$ cat src/shared/lca_pkg.sv
/*
 * Package for the logic and compare unit: operation codes, register map,
 * flag positions and bus constants.
 * Assumes an AHB-Lite slave with 32-bit data and one clock.
 */
package lca_pkg;

	localparam int DW = 8;

	// ************************************************************
	// Operation codes
	// ************************************************************
	typedef enum logic [3:0] {
		OP_NONE = 4'b0000,
		OP_AND = 4'b0001,
		OP_OR = 4'b0010,
		OP_XOR = 4'b0011,
		OP_XOR_PORT = 4'b0100,
		OP_NOT = 4'b0101,
		OP_NEG = 4'b0110,
		OP_CMP_WM = 4'b0111,
		OP_CMP_MW = 4'b1000
	} lca_op_t;

	// Source: immediate or memory; destination: work register or memory
	localparam logic SRC_IMM = 1'b0;
	localparam logic SRC_MEM = 1'b1;
	localparam logic DST_WORK = 1'b0;
	localparam logic DST_MEM = 1'b1;

	// ************************************************************
	// Register map (byte addresses)
	// ************************************************************
	localparam logic [7:0] REG_WORK = 8'h00;
	localparam logic [7:0] REG_FLAGS = 8'h04;
	localparam logic [7:0] REG_PORT = 8'h08;
	localparam logic [7:0] REG_CMD = 8'h0c;
	localparam logic [7:0] REG_RESULT = 8'h10;

	localparam logic [7:0] MEM_BASE = 8'h40;
	localparam int MEM_AW = 4;

	// Flag bit positions
	localparam int FLG_Z = 0;
	localparam int FLG_C = 1;
	localparam int FLG_HC = 2;
	localparam int FLG_SW = 3;
	localparam int FLG_W = 4;

	// Command register fields
	localparam int CMD_OP_LSB = 0;
	localparam int CMD_SRC = 4;
	localparam int CMD_DST = 5;
	localparam int CMD_ADDR_LSB = 8;
	localparam int CMD_IMM_LSB = 16;

	localparam logic [7:0] WORK_RST = 8'h00;
	localparam logic [3:0] FLAGS_RST = 4'h0;
	localparam logic [7:0] PORT_RST = 8'h00;

	localparam logic [1:0] HTRANS_NONSEQ = 2'b10;

	typedef struct packed {
		logic [7:0] value;
		logic [3:0] flags;
		logic wr_work;
		logic wr_mem;
		logic wr_port;
		logic wr_flags;
	} lca_res_t;

endpackage

$ cat src/rtl/lca_mem.sv
/*
 * Small data memory holding the operand bytes, one write port and one
 * registered read port.
 * Assumes a single clock; read data valid one cycle after the address.
 */
module lca_mem #(
	parameter int AW = 4,
	parameter int DW = 8
) (
	input wire logic hclk,
	input wire logic we,
	input wire logic [AW-1:0] waddr,
	input wire logic [DW-1:0] wdata,
	input wire logic [AW-1:0] raddr,
	output logic [DW-1:0] rdata
);

	logic [DW-1:0] mem [2**AW];

	always_ff @(posedge hclk) begin
		if (we) begin
			mem[waddr] <= wdata;
		end
		rdata <= mem[raddr];
	end

endmodule

$ cat src/rtl/lca_top.sv
/*
 * Logic and compare unit of an 8-bit core, with its work register, flags,
 * port latch and data memory reached over AHB-Lite.
 * Assumes a single AHB-Lite master, word transfers, clock hclk.
 */
// The AHB-Lite register port and the address map are this design's own decisions.
// How it works
// - AND of work register with immediate or memory, to register or memory
// - OR of work register with immediate or memory, to register or memory
// - XOR of work register with immediate or memory, to register or memory
// - XOR into port latch, all four flags unchanged
// - Logic, not and neg update only zero flag; others kept
// - Not inverts work register or memory byte in place
// - Neg replaces work register or memory byte with its negation
// - Compare work minus memory sets all flags, writes only the result register
// - Reversed compare memory minus work sets all flags, writes only the result register
// - Equal operands in a compare set the zero flag
// - Work register smaller than memory sets carry as borrow in compare work minus memory
module lca_top (
	input wire logic hclk,
	input wire logic hresetn,
	input wire logic hsel,
	input wire logic [7:0] haddr,
	input wire logic [1:0] htrans,
	input wire logic hwrite,
	input wire logic [2:0] hsize,
	input wire logic hready,
	input wire logic [31:0] hwdata,
	output logic [31:0] hrdata,
	output logic hreadyout,
	output logic hresp,
	output logic [7:0] work_register,
	output logic [7:0] port_a_latch,
	output logic [3:0] flags
);

	// ************************************************************
	// Arithmetic helpers
	// ************************************************************
	// Subtract a - b; returns {result, flags} with flags at their bit places
	function automatic logic [11:0] sub8(input logic [7:0] a,
		input logic [7:0] b);
		logic [8:0] full;
		logic [4:0] low;
		logic [7:0] r;
		logic c;
		logic hc;
		logic sw;
		logic [3:0] f;
		full = {1'b0, a} - {1'b0, b};
		low = {1'b0, a[3:0]} - {1'b0, b[3:0]};
		r = full[7:0];
		c = full[8];
		hc = low[4];
		sw = (a[7] ^ b[7]) & (a[7] ^ r[7]);
		f[lca_pkg::FLG_Z] = (r == 8'h00);
		f[lca_pkg::FLG_C] = c;
		f[lca_pkg::FLG_HC] = hc;
		f[lca_pkg::FLG_SW] = sw;
		sub8 = {r, f};
	endfunction

	function automatic logic is_zero(input logic [7:0] v);
		is_zero = (v == 8'h00);
	endfunction

	// ************************************************************
	// Bus state
	// ************************************************************
	typedef enum logic [1:0] {
		ST_IDLE = 2'b00,
		ST_WRITE = 2'b01,
		ST_READ = 2'b10,
		ST_EXEC = 2'b11
	} lca_st_t;

	lca_st_t st_r, st_nxt;
	logic [7:0] addr_r, addr_nxt;
	logic [7:0] work_r, work_nxt;
	logic [7:0] port_r, port_nxt;
	logic [3:0] flags_r, flags_nxt;
	logic [7:0] result_r, result_nxt;
	logic [31:0] hrdata_r, hrdata_nxt;
	logic rdy_r, rdy_nxt;
	logic [31:0] cmd_r, cmd_nxt;

	logic mem_we;
	logic [lca_pkg::MEM_AW-1:0] mem_waddr;
	logic [7:0] mem_wdata;
	logic [lca_pkg::MEM_AW-1:0] mem_raddr;
	logic [7:0] mem_rdata;

	logic take;
	logic is_mem;

	assign take = hsel & hready & (htrans == lca_pkg::HTRANS_NONSEQ);
	// Nine bits so that the window end past 0xff does not wrap to zero
	assign is_mem = ({1'b0, addr_r} >= {1'b0, lca_pkg::MEM_BASE}) &&
		({1'b0, addr_r} < {1'b0, lca_pkg::MEM_BASE} +
		9'(4 << lca_pkg::MEM_AW));

	lca_mem #(
		.AW(lca_pkg::MEM_AW),
		.DW(lca_pkg::DW)
	) u_mem (
		.hclk(hclk),
		.we(mem_we),
		.waddr(mem_waddr),
		.wdata(mem_wdata),
		.raddr(mem_raddr),
		.rdata(mem_rdata)
	);

	// ************************************************************
	// Execution datapath
	// ************************************************************
	lca_pkg::lca_op_t op;
	logic [7:0] opnd;
	logic [11:0] sub_wm;
	logic [11:0] sub_mw;
	lca_pkg::lca_res_t res;

	assign op = lca_pkg::lca_op_t'(cmd_r[lca_pkg::CMD_OP_LSB +: 4]);
	assign opnd = (cmd_r[lca_pkg::CMD_SRC] == lca_pkg::SRC_MEM) ?
		mem_rdata : cmd_r[lca_pkg::CMD_IMM_LSB +: 8];
	assign sub_wm = sub8(work_r, mem_rdata);
	assign sub_mw = sub8(mem_rdata, work_r);

	always_comb begin
		logic dmem;
		logic [7:0] src;
		dmem = cmd_r[lca_pkg::CMD_DST] == lca_pkg::DST_MEM;
		src = dmem ? mem_rdata : work_r;
		res = '0;
		res.flags = flags_r;
		case (op)
			lca_pkg::OP_AND, lca_pkg::OP_OR, lca_pkg::OP_XOR: begin
				if (op == lca_pkg::OP_AND) begin
					res.value = work_r & (dmem ? mem_rdata : opnd);
				end else if (op == lca_pkg::OP_OR) begin
					res.value = work_r | (dmem ? mem_rdata : opnd);
				end else begin
					res.value = work_r ^ (dmem ? mem_rdata : opnd);
				end
				res.wr_work = !dmem;
				res.wr_mem = dmem;
				res.flags[lca_pkg::FLG_Z] = is_zero(res.value);
			end
			lca_pkg::OP_XOR_PORT: begin
				res.value = work_r ^ port_r;
				res.wr_port = 1'b1;
			end
			lca_pkg::OP_NOT: begin
				res.value = ~src;
				res.wr_work = !dmem;
				res.wr_mem = dmem;
				res.flags[lca_pkg::FLG_Z] = is_zero(res.value);
			end
			lca_pkg::OP_NEG: begin
				res.value = 8'(~src + 8'h01);
				res.wr_work = !dmem;
				res.wr_mem = dmem;
				res.flags[lca_pkg::FLG_Z] = is_zero(res.value);
			end
			lca_pkg::OP_CMP_WM: begin
				res.value = sub_wm[11:4];
				res.flags = sub_wm[3:0];
			end
			lca_pkg::OP_CMP_MW: begin
				res.value = sub_mw[11:4];
				res.flags = sub_mw[3:0];
			end
			default: begin
				res.value = result_r;
			end
		endcase
	end

	// ************************************************************
	// Bus and register next state
	// ************************************************************
	always_comb begin
		st_nxt = st_r;
		addr_nxt = addr_r;
		work_nxt = work_r;
		port_nxt = port_r;
		flags_nxt = flags_r;
		result_nxt = result_r;
		hrdata_nxt = hrdata_r;
		rdy_nxt = 1'b1;
		cmd_nxt = cmd_r;
		mem_we = 1'b0;
		mem_waddr = addr_r[2 +: lca_pkg::MEM_AW];
		mem_wdata = hwdata[7:0];
		mem_raddr = haddr[2 +: lca_pkg::MEM_AW];
		case (st_r)
			ST_IDLE: begin
				if (take) begin
					addr_nxt = haddr;
					st_nxt = hwrite ? ST_WRITE : ST_READ;
					rdy_nxt = hwrite;
				end
			end
			ST_READ: begin
				hrdata_nxt = '0;
				if (is_mem) begin
					hrdata_nxt[7:0] = mem_rdata;
				end else begin
					case (addr_r)
						lca_pkg::REG_WORK: hrdata_nxt[7:0] = work_r;
						lca_pkg::REG_FLAGS: hrdata_nxt[3:0] = flags_r;
						lca_pkg::REG_PORT: hrdata_nxt[7:0] = port_r;
						lca_pkg::REG_CMD: hrdata_nxt = cmd_r;
						lca_pkg::REG_RESULT: hrdata_nxt[7:0] = result_r;
						default: hrdata_nxt = '0;
					endcase
				end
				st_nxt = ST_IDLE;
			end
			ST_WRITE: begin
				st_nxt = ST_IDLE;
				if (is_mem) begin
					mem_we = 1'b1;
				end else begin
					case (addr_r)
						lca_pkg::REG_WORK: work_nxt = hwdata[7:0];
						lca_pkg::REG_FLAGS: flags_nxt = hwdata[3:0];
						lca_pkg::REG_PORT: port_nxt = hwdata[7:0];
						lca_pkg::REG_CMD: begin
							cmd_nxt = hwdata;
							mem_raddr = hwdata[lca_pkg::CMD_ADDR_LSB +:
								lca_pkg::MEM_AW];
							st_nxt = ST_EXEC;
							rdy_nxt = 1'b0;
						end
						default: ;
					endcase
				end
			end
			ST_EXEC: begin
				// Memory operand read last cycle; commit the result
				if (res.wr_work) begin
					work_nxt = res.value;
				end
				if (res.wr_port) begin
					port_nxt = res.value;
				end
				if (res.wr_mem) begin
					mem_we = 1'b1;
					mem_waddr = cmd_r[lca_pkg::CMD_ADDR_LSB +:
						lca_pkg::MEM_AW];
					mem_wdata = res.value;
				end
				flags_nxt = res.flags;
				result_nxt = res.value;
				st_nxt = ST_IDLE;
			end
			default: st_nxt = ST_IDLE;
		endcase
	end

	always_ff @(posedge hclk or negedge hresetn) begin
		if (!hresetn) begin
			st_r <= ST_IDLE;
			addr_r <= 8'h00;
			work_r <= lca_pkg::WORK_RST;
			port_r <= lca_pkg::PORT_RST;
			flags_r <= lca_pkg::FLAGS_RST;
			result_r <= 8'h00;
			hrdata_r <= 32'h0000_0000;
			rdy_r <= 1'b1;
			cmd_r <= 32'h0000_0000;
		end else begin
			st_r <= st_nxt;
			addr_r <= addr_nxt;
			work_r <= work_nxt;
			port_r <= port_nxt;
			flags_r <= flags_nxt;
			result_r <= result_nxt;
			hrdata_r <= hrdata_nxt;
			rdy_r <= rdy_nxt;
			cmd_r <= cmd_nxt;
		end
	end

	assign hrdata = hrdata_r;
	assign hreadyout = rdy_r;
	assign hresp = 1'b0;
	assign work_register = work_r;
	assign port_a_latch = port_r;
	assign flags = flags_r;

endmodule

$ cat config.mk
export PLATFORM = sky130hd
export DESIGN_NAME = lca_top
export DESIGN_NICKNAME = d
export VERILOG_FILES = /design/src/shared/lca_pkg.sv /design/src/rtl/lca_mem.sv /design/src/rtl/lca_top.sv
export SDC_FILE = /design/constraint.sdc
export NUM_CORES = 1
export LEC_CHECK = 0
export BUFFER_PORTS_ARGS = -buffer_cell sky130_fd_sc_hd__buf_2
export CAP_MARGIN = 0
export CELL_PAD_IN_SITES_DETAIL_PLACEMENT = 1
export CELL_PAD_IN_SITES_GLOBAL_PLACEMENT = 2
export CORE_UTILIZATION = 41
export CTS_BUF_LIST = sky130_fd_sc_hd__clkbuf_16
export DETAILED_ROUTE_END_ITERATION = 10
export GPL_TIMING_DRIVEN = 0
export PLACE_DENSITY_LB_ADDON = 0.1
export REMOVE_ABC_BUFFERS = 1
export SLEW_MARGIN = 20
export SYNTH_ARGS = -nofsm -noshare
export SYNTH_HDL_FRONTEND = slang
export SYNTH_SLANG_ARGS = --single-unit
$ cat constraint.sdc
create_clock -name hclk -period 4.31 [get_ports hclk]
set_input_delay 0.6465 -clock hclk [delete_from_list [all_inputs] [get_ports hclk]]
set_output_delay 0.6465 -clock hclk [all_outputs]
set_load 0.02 [all_outputs]
==> metrics.md <==
| Metric | Value |
|---|---|
| Run status | completed |
| Largest area contributor in the netlist | edfxtp_1 |
| Number of remaining DRC errors | 0 |
| Area of the die | 0.03047 sq mm |
| Distinct cell type count of the synthesized netlist | 78 |
| End of the worst register-to-register path | u_mem.rdata[5] |
| Antenna violations before repair | 0 |
| Portion of total power attributed to the clock network | 33.9% |
| Layout-stage area growth over the synthesis result | 15.13% |
| Met2 Track Usage GR | 40.75% |
| IR drop worst, VDD | roughly 0.37 mV |
| Wire per inst | 24.77 um |
| Final-report setup violation count | 0 |
| Number of standard cells after synthesis | 1052 |
| Number of search-and-repair iterations in the first detailed-routing pass | 5 |
| Cell types with the largest area share after synthesis | edfxtp_1 (31%), dfrtp_1 (21%), mux2i_1 (7.5%), mux2_2 (4.4%), ha_1 (3.8%) |
| Synth warn | 0 |
| Met3 Usage GRT | about 2.8% |
| Placer congestion estimate | 0.8926 |
| Fraction of the yosys area taken by sequential cells | between 50% and 60% |
| Global-route usage over all layers | 25.28% |
| Met1 capacity usage during global routing | 35.89% |
| Actual transition at the worst max-transition pin | 1.173 ns |
| Final #Nets | 1222 |
| Most used flip-flop cell after synthesis | edfxtp_1 |
| Vertical die dimension | 174.6 um |
| CP Max Fanout | 26 |
| Global-route layer with the greatest usage | met2 |
| Post-layout minimum cycle time | between 4 and 5 ns |
| Switching power of the nets | about 2 mW |
| Worst Setup Path Type | register to register |
| Worst hold-check slack | 0.04186 ns |
| Number of DRC violations after detailed-routing iteration 0 | 647 |
| Worst setup slack for register-to-register paths | 0.24 ns |
| Total power density per cell area | 453.7 mW/mm^2 |
| Vias after detailed routing | 9029 |
| Chip Width | 174.6 um |
| Sink Count | 239 |
| Combinational share of power | 21.8% |
| Total number of H-tree levels | 1 |
| Kind of start point of the critical path | register |
| Fraction of power spent switching nets | between 30% and 40% |
| Core area | just under 0.03 sq mm |
| Post-DP HPWL | 27.74 mm |
| Clk Latency, worst-skew pair | 0.55 ns |
| Total global routing overflow | 0 |
| Post-synth ARST share | 43.10% |
| Antenna-violating nets left | 0 |
| CTS Root Cell | clkbuf_16 |
| Buffers on Ports | 99 |
| Max transition margin | 21.54% |
| Sequential fraction of design power | between 40% and 50% |
| Max-cap viol count | 0 |
| First-pass GRT wire length | between 50 and 60 mm |
| Static leakage power | ~5.9 nW |
| Required time reported for the critical path endpoint | 4.72 ns |
| Number of inserted filler cells in the final layout | approximately 3100 |
| Kind of end point of the critical path | register |
| Total power after layout | 6.377 mW |
| Clock Skews | 0.02758 ns |
| Final hold violation count | 0 |
| Cell types with the highest counts after synthesis | edfxtp_1 (128), dfrtp_1 (102), mux2i_1 (91), nand2_1 (74), nor2_1 (71) |
| Count leader, synth | edfxtp_1 |
| Maximum count of clock buffers along a single path | 3 |
| Period utilisation layout | around 94% |
| Initial core utilization | 42.08% |
| Worst EP arrival | roughly 4.5 ns |
| Flip-flop and latch count after synthesis | 239 |
| DRT Wirelength | about 38 mm |
| Number of enable-type register cells in the synthesized netlist | between 100 and 150 |
| DR vias/cell | 5.874 |
| Hold buffers post-CTS | 0 |
| Class of the tightest hold or removal check | primary input to asynchronous set/reset pin |
| RSZ-0062 raised after global routing | no |
| Top cell type's share of synthesized area | 31.49% |
| Number of rows created at floorplan | 62 |
| Final Slew Violations | 0 |
| Mean instance size in the synthesized netlist | roughly 12 sq um |
| Number of global-route vias before repair | 9367 |
| Clock tree from TritonCTS | done |
| Depth of the most critical reg-to-reg path | 8 |
| Share of cells above drive strength 1 | 19.25% |
| Combined area of all synthesized cells | 0.01221 sq mm |
| Number of buffers created by CTS | 26 |
| Reg clk slew, reported paths | 0.06 ns |
| Diodes inserted | 0 |
| Largest net degree at the start of global routing | 66 |
| Source of the worst register-to-register timing path | addr_r[2] |
| Maximum clock frequency | about 250 MHz |
| Io pins | 104 |
| Internal | 4.331 mW |
[power groups by stage]
| stage | clock network, mW | registers [mW] | logic, mW |
|---|---|---|---|
| 4_1_cts | 2.21 | 2.82 | 1.38 |
| 5_1_grt | 2.28 | 2.84 | 1.51 |
| 3_5_place_dp | 0 | 2.86 | 1.37 |
| 2_1_floorplan | 0 | 2.80 | 0.833 |
| 3_3_place_gp | 0 | 2.86 | 1.35 |
| 6_report | 2.16 | 2.83 | 1.39 |
[through the flow]
| step | std cells | util [%] | TNS [ns] | area [sq um] | worst slack (ns) |
|---|---|---|---|---|---|
| after floorplan | 991 | - | -17.89 | 11950 | -2.237 |
| after global placement | 1474 | 44.55 | -97.54 | 12930 | -4.252 |
| after detailed placement | 1488 | 45.45 | -11.83 | 13190 | -0.5001 |
| after CTS | 1537 | 48.42 | 0 | 14050 | 0.02728 |
| after global routing | 1537 | 48.44 | 0 | 14050 | 0.06307 |
| final | 1537 | 48.44 | 0 | 14050 | 0.2380 |
[area by class of cell]
type	count	area (sq um)	share of cell area, %
Sequential cell	239	6586	46.86
Multi-Input combinational cell	710	5265	37.46
Timing Repair Buffer	113	715.7	5.092
Clock buffer	27	675.6	4.807
Tap cell	384	480.5	3.419
Clock inverter	21	170.2	1.211
Inverter	43	161.4	1.148
[worst max-delay path by stage]
stage                     startpoint                to  slack (ns)  cells after the start
after floorplan            addr_r[1]    u_mem.rdata[0]       -2.24                      7
after global placement     addr_r[5]    u_mem.rdata[3]       -4.25                      7
after detailed placement    cmd_r[5]  u_mem.mem[12][4]       -0.50                     10
after CTS                   cmd_r[5]  u_mem.mem[12][4]        0.03                     10
after global routing       addr_r[2]    u_mem.rdata[6]        0.06                      8
final                      addr_r[2]    u_mem.rdata[5]        0.24                      8
[repair_timing]
item,CTS,global route
endpoints found under the hold margin,0,0
resized for setup,2,3
buffers inserted,0,0
pin swaps,1,0
cloned,1,0
endpoints found under the setup margin,50,17
[flip-flops by register name (all words and copies together) (netlist names)]
signal and count:
hreadyout 1, addr_r 8, st_r 2, hrdata 32, result_r 8, flags 4, port_a_latch 8, u_mem.rdata 8
cmd_r 32, u_mem.mem 128, work_register 8
[placed cells by master (no fill, tap or decap), types with 11 or more instances in the layout]
master	synthesis	final
nand2_1	74	74
mux2_2	48	48
nor3_1	18	17
o21ai_0	57	53
buf_2	5	99
inv_1	43	50
edfxtp_1	128	128
clkbuf_16	0	27
o22ai_1	38	38
a21oi_1	31	31
dfrtp_1	102	99
mux2i_1	91	90
nor2_1	71	70
a22o_1	24	24
a22oi_1	13	13
or4_1	11	11
xnor2_1	14	14
ha_1	37	37
[critical path, cell delays in order (launching register included)]
cell and delay (ns):
dfrtp_1 0.88, nand3_1 0.45, nor2_8 0.56, mux2i_4 0.69, buf_16 0.23, buf_16 0.17
mux2i_1 0.23, o22ai_1 0.13, or4_1 0.58
[metal layers]
metal	vias to the layer above	routed length (um)
met5	-	0
met4	0	1175
met3	67	2126
met2	294	17420
met1	4557	17340
li1	4111	-
[cell families after synthesis]
family | after synthesis | share of synthesized area [%]
XOR/XNOR | 24 | 1.722
buffers and inverters | 104 | 3.433
flip-flops | 239 | 53.92
multiplexers | 141 | 12.19
other | 1 | 0.03072
AND/OR/NAND/NOR | 257 | 10.67
adder cells (fa/ha/maj) | 39 | 4.120
AO/OA/AOI/OAI | 247 | 13.92
Power figures use the tool's default switching activity.
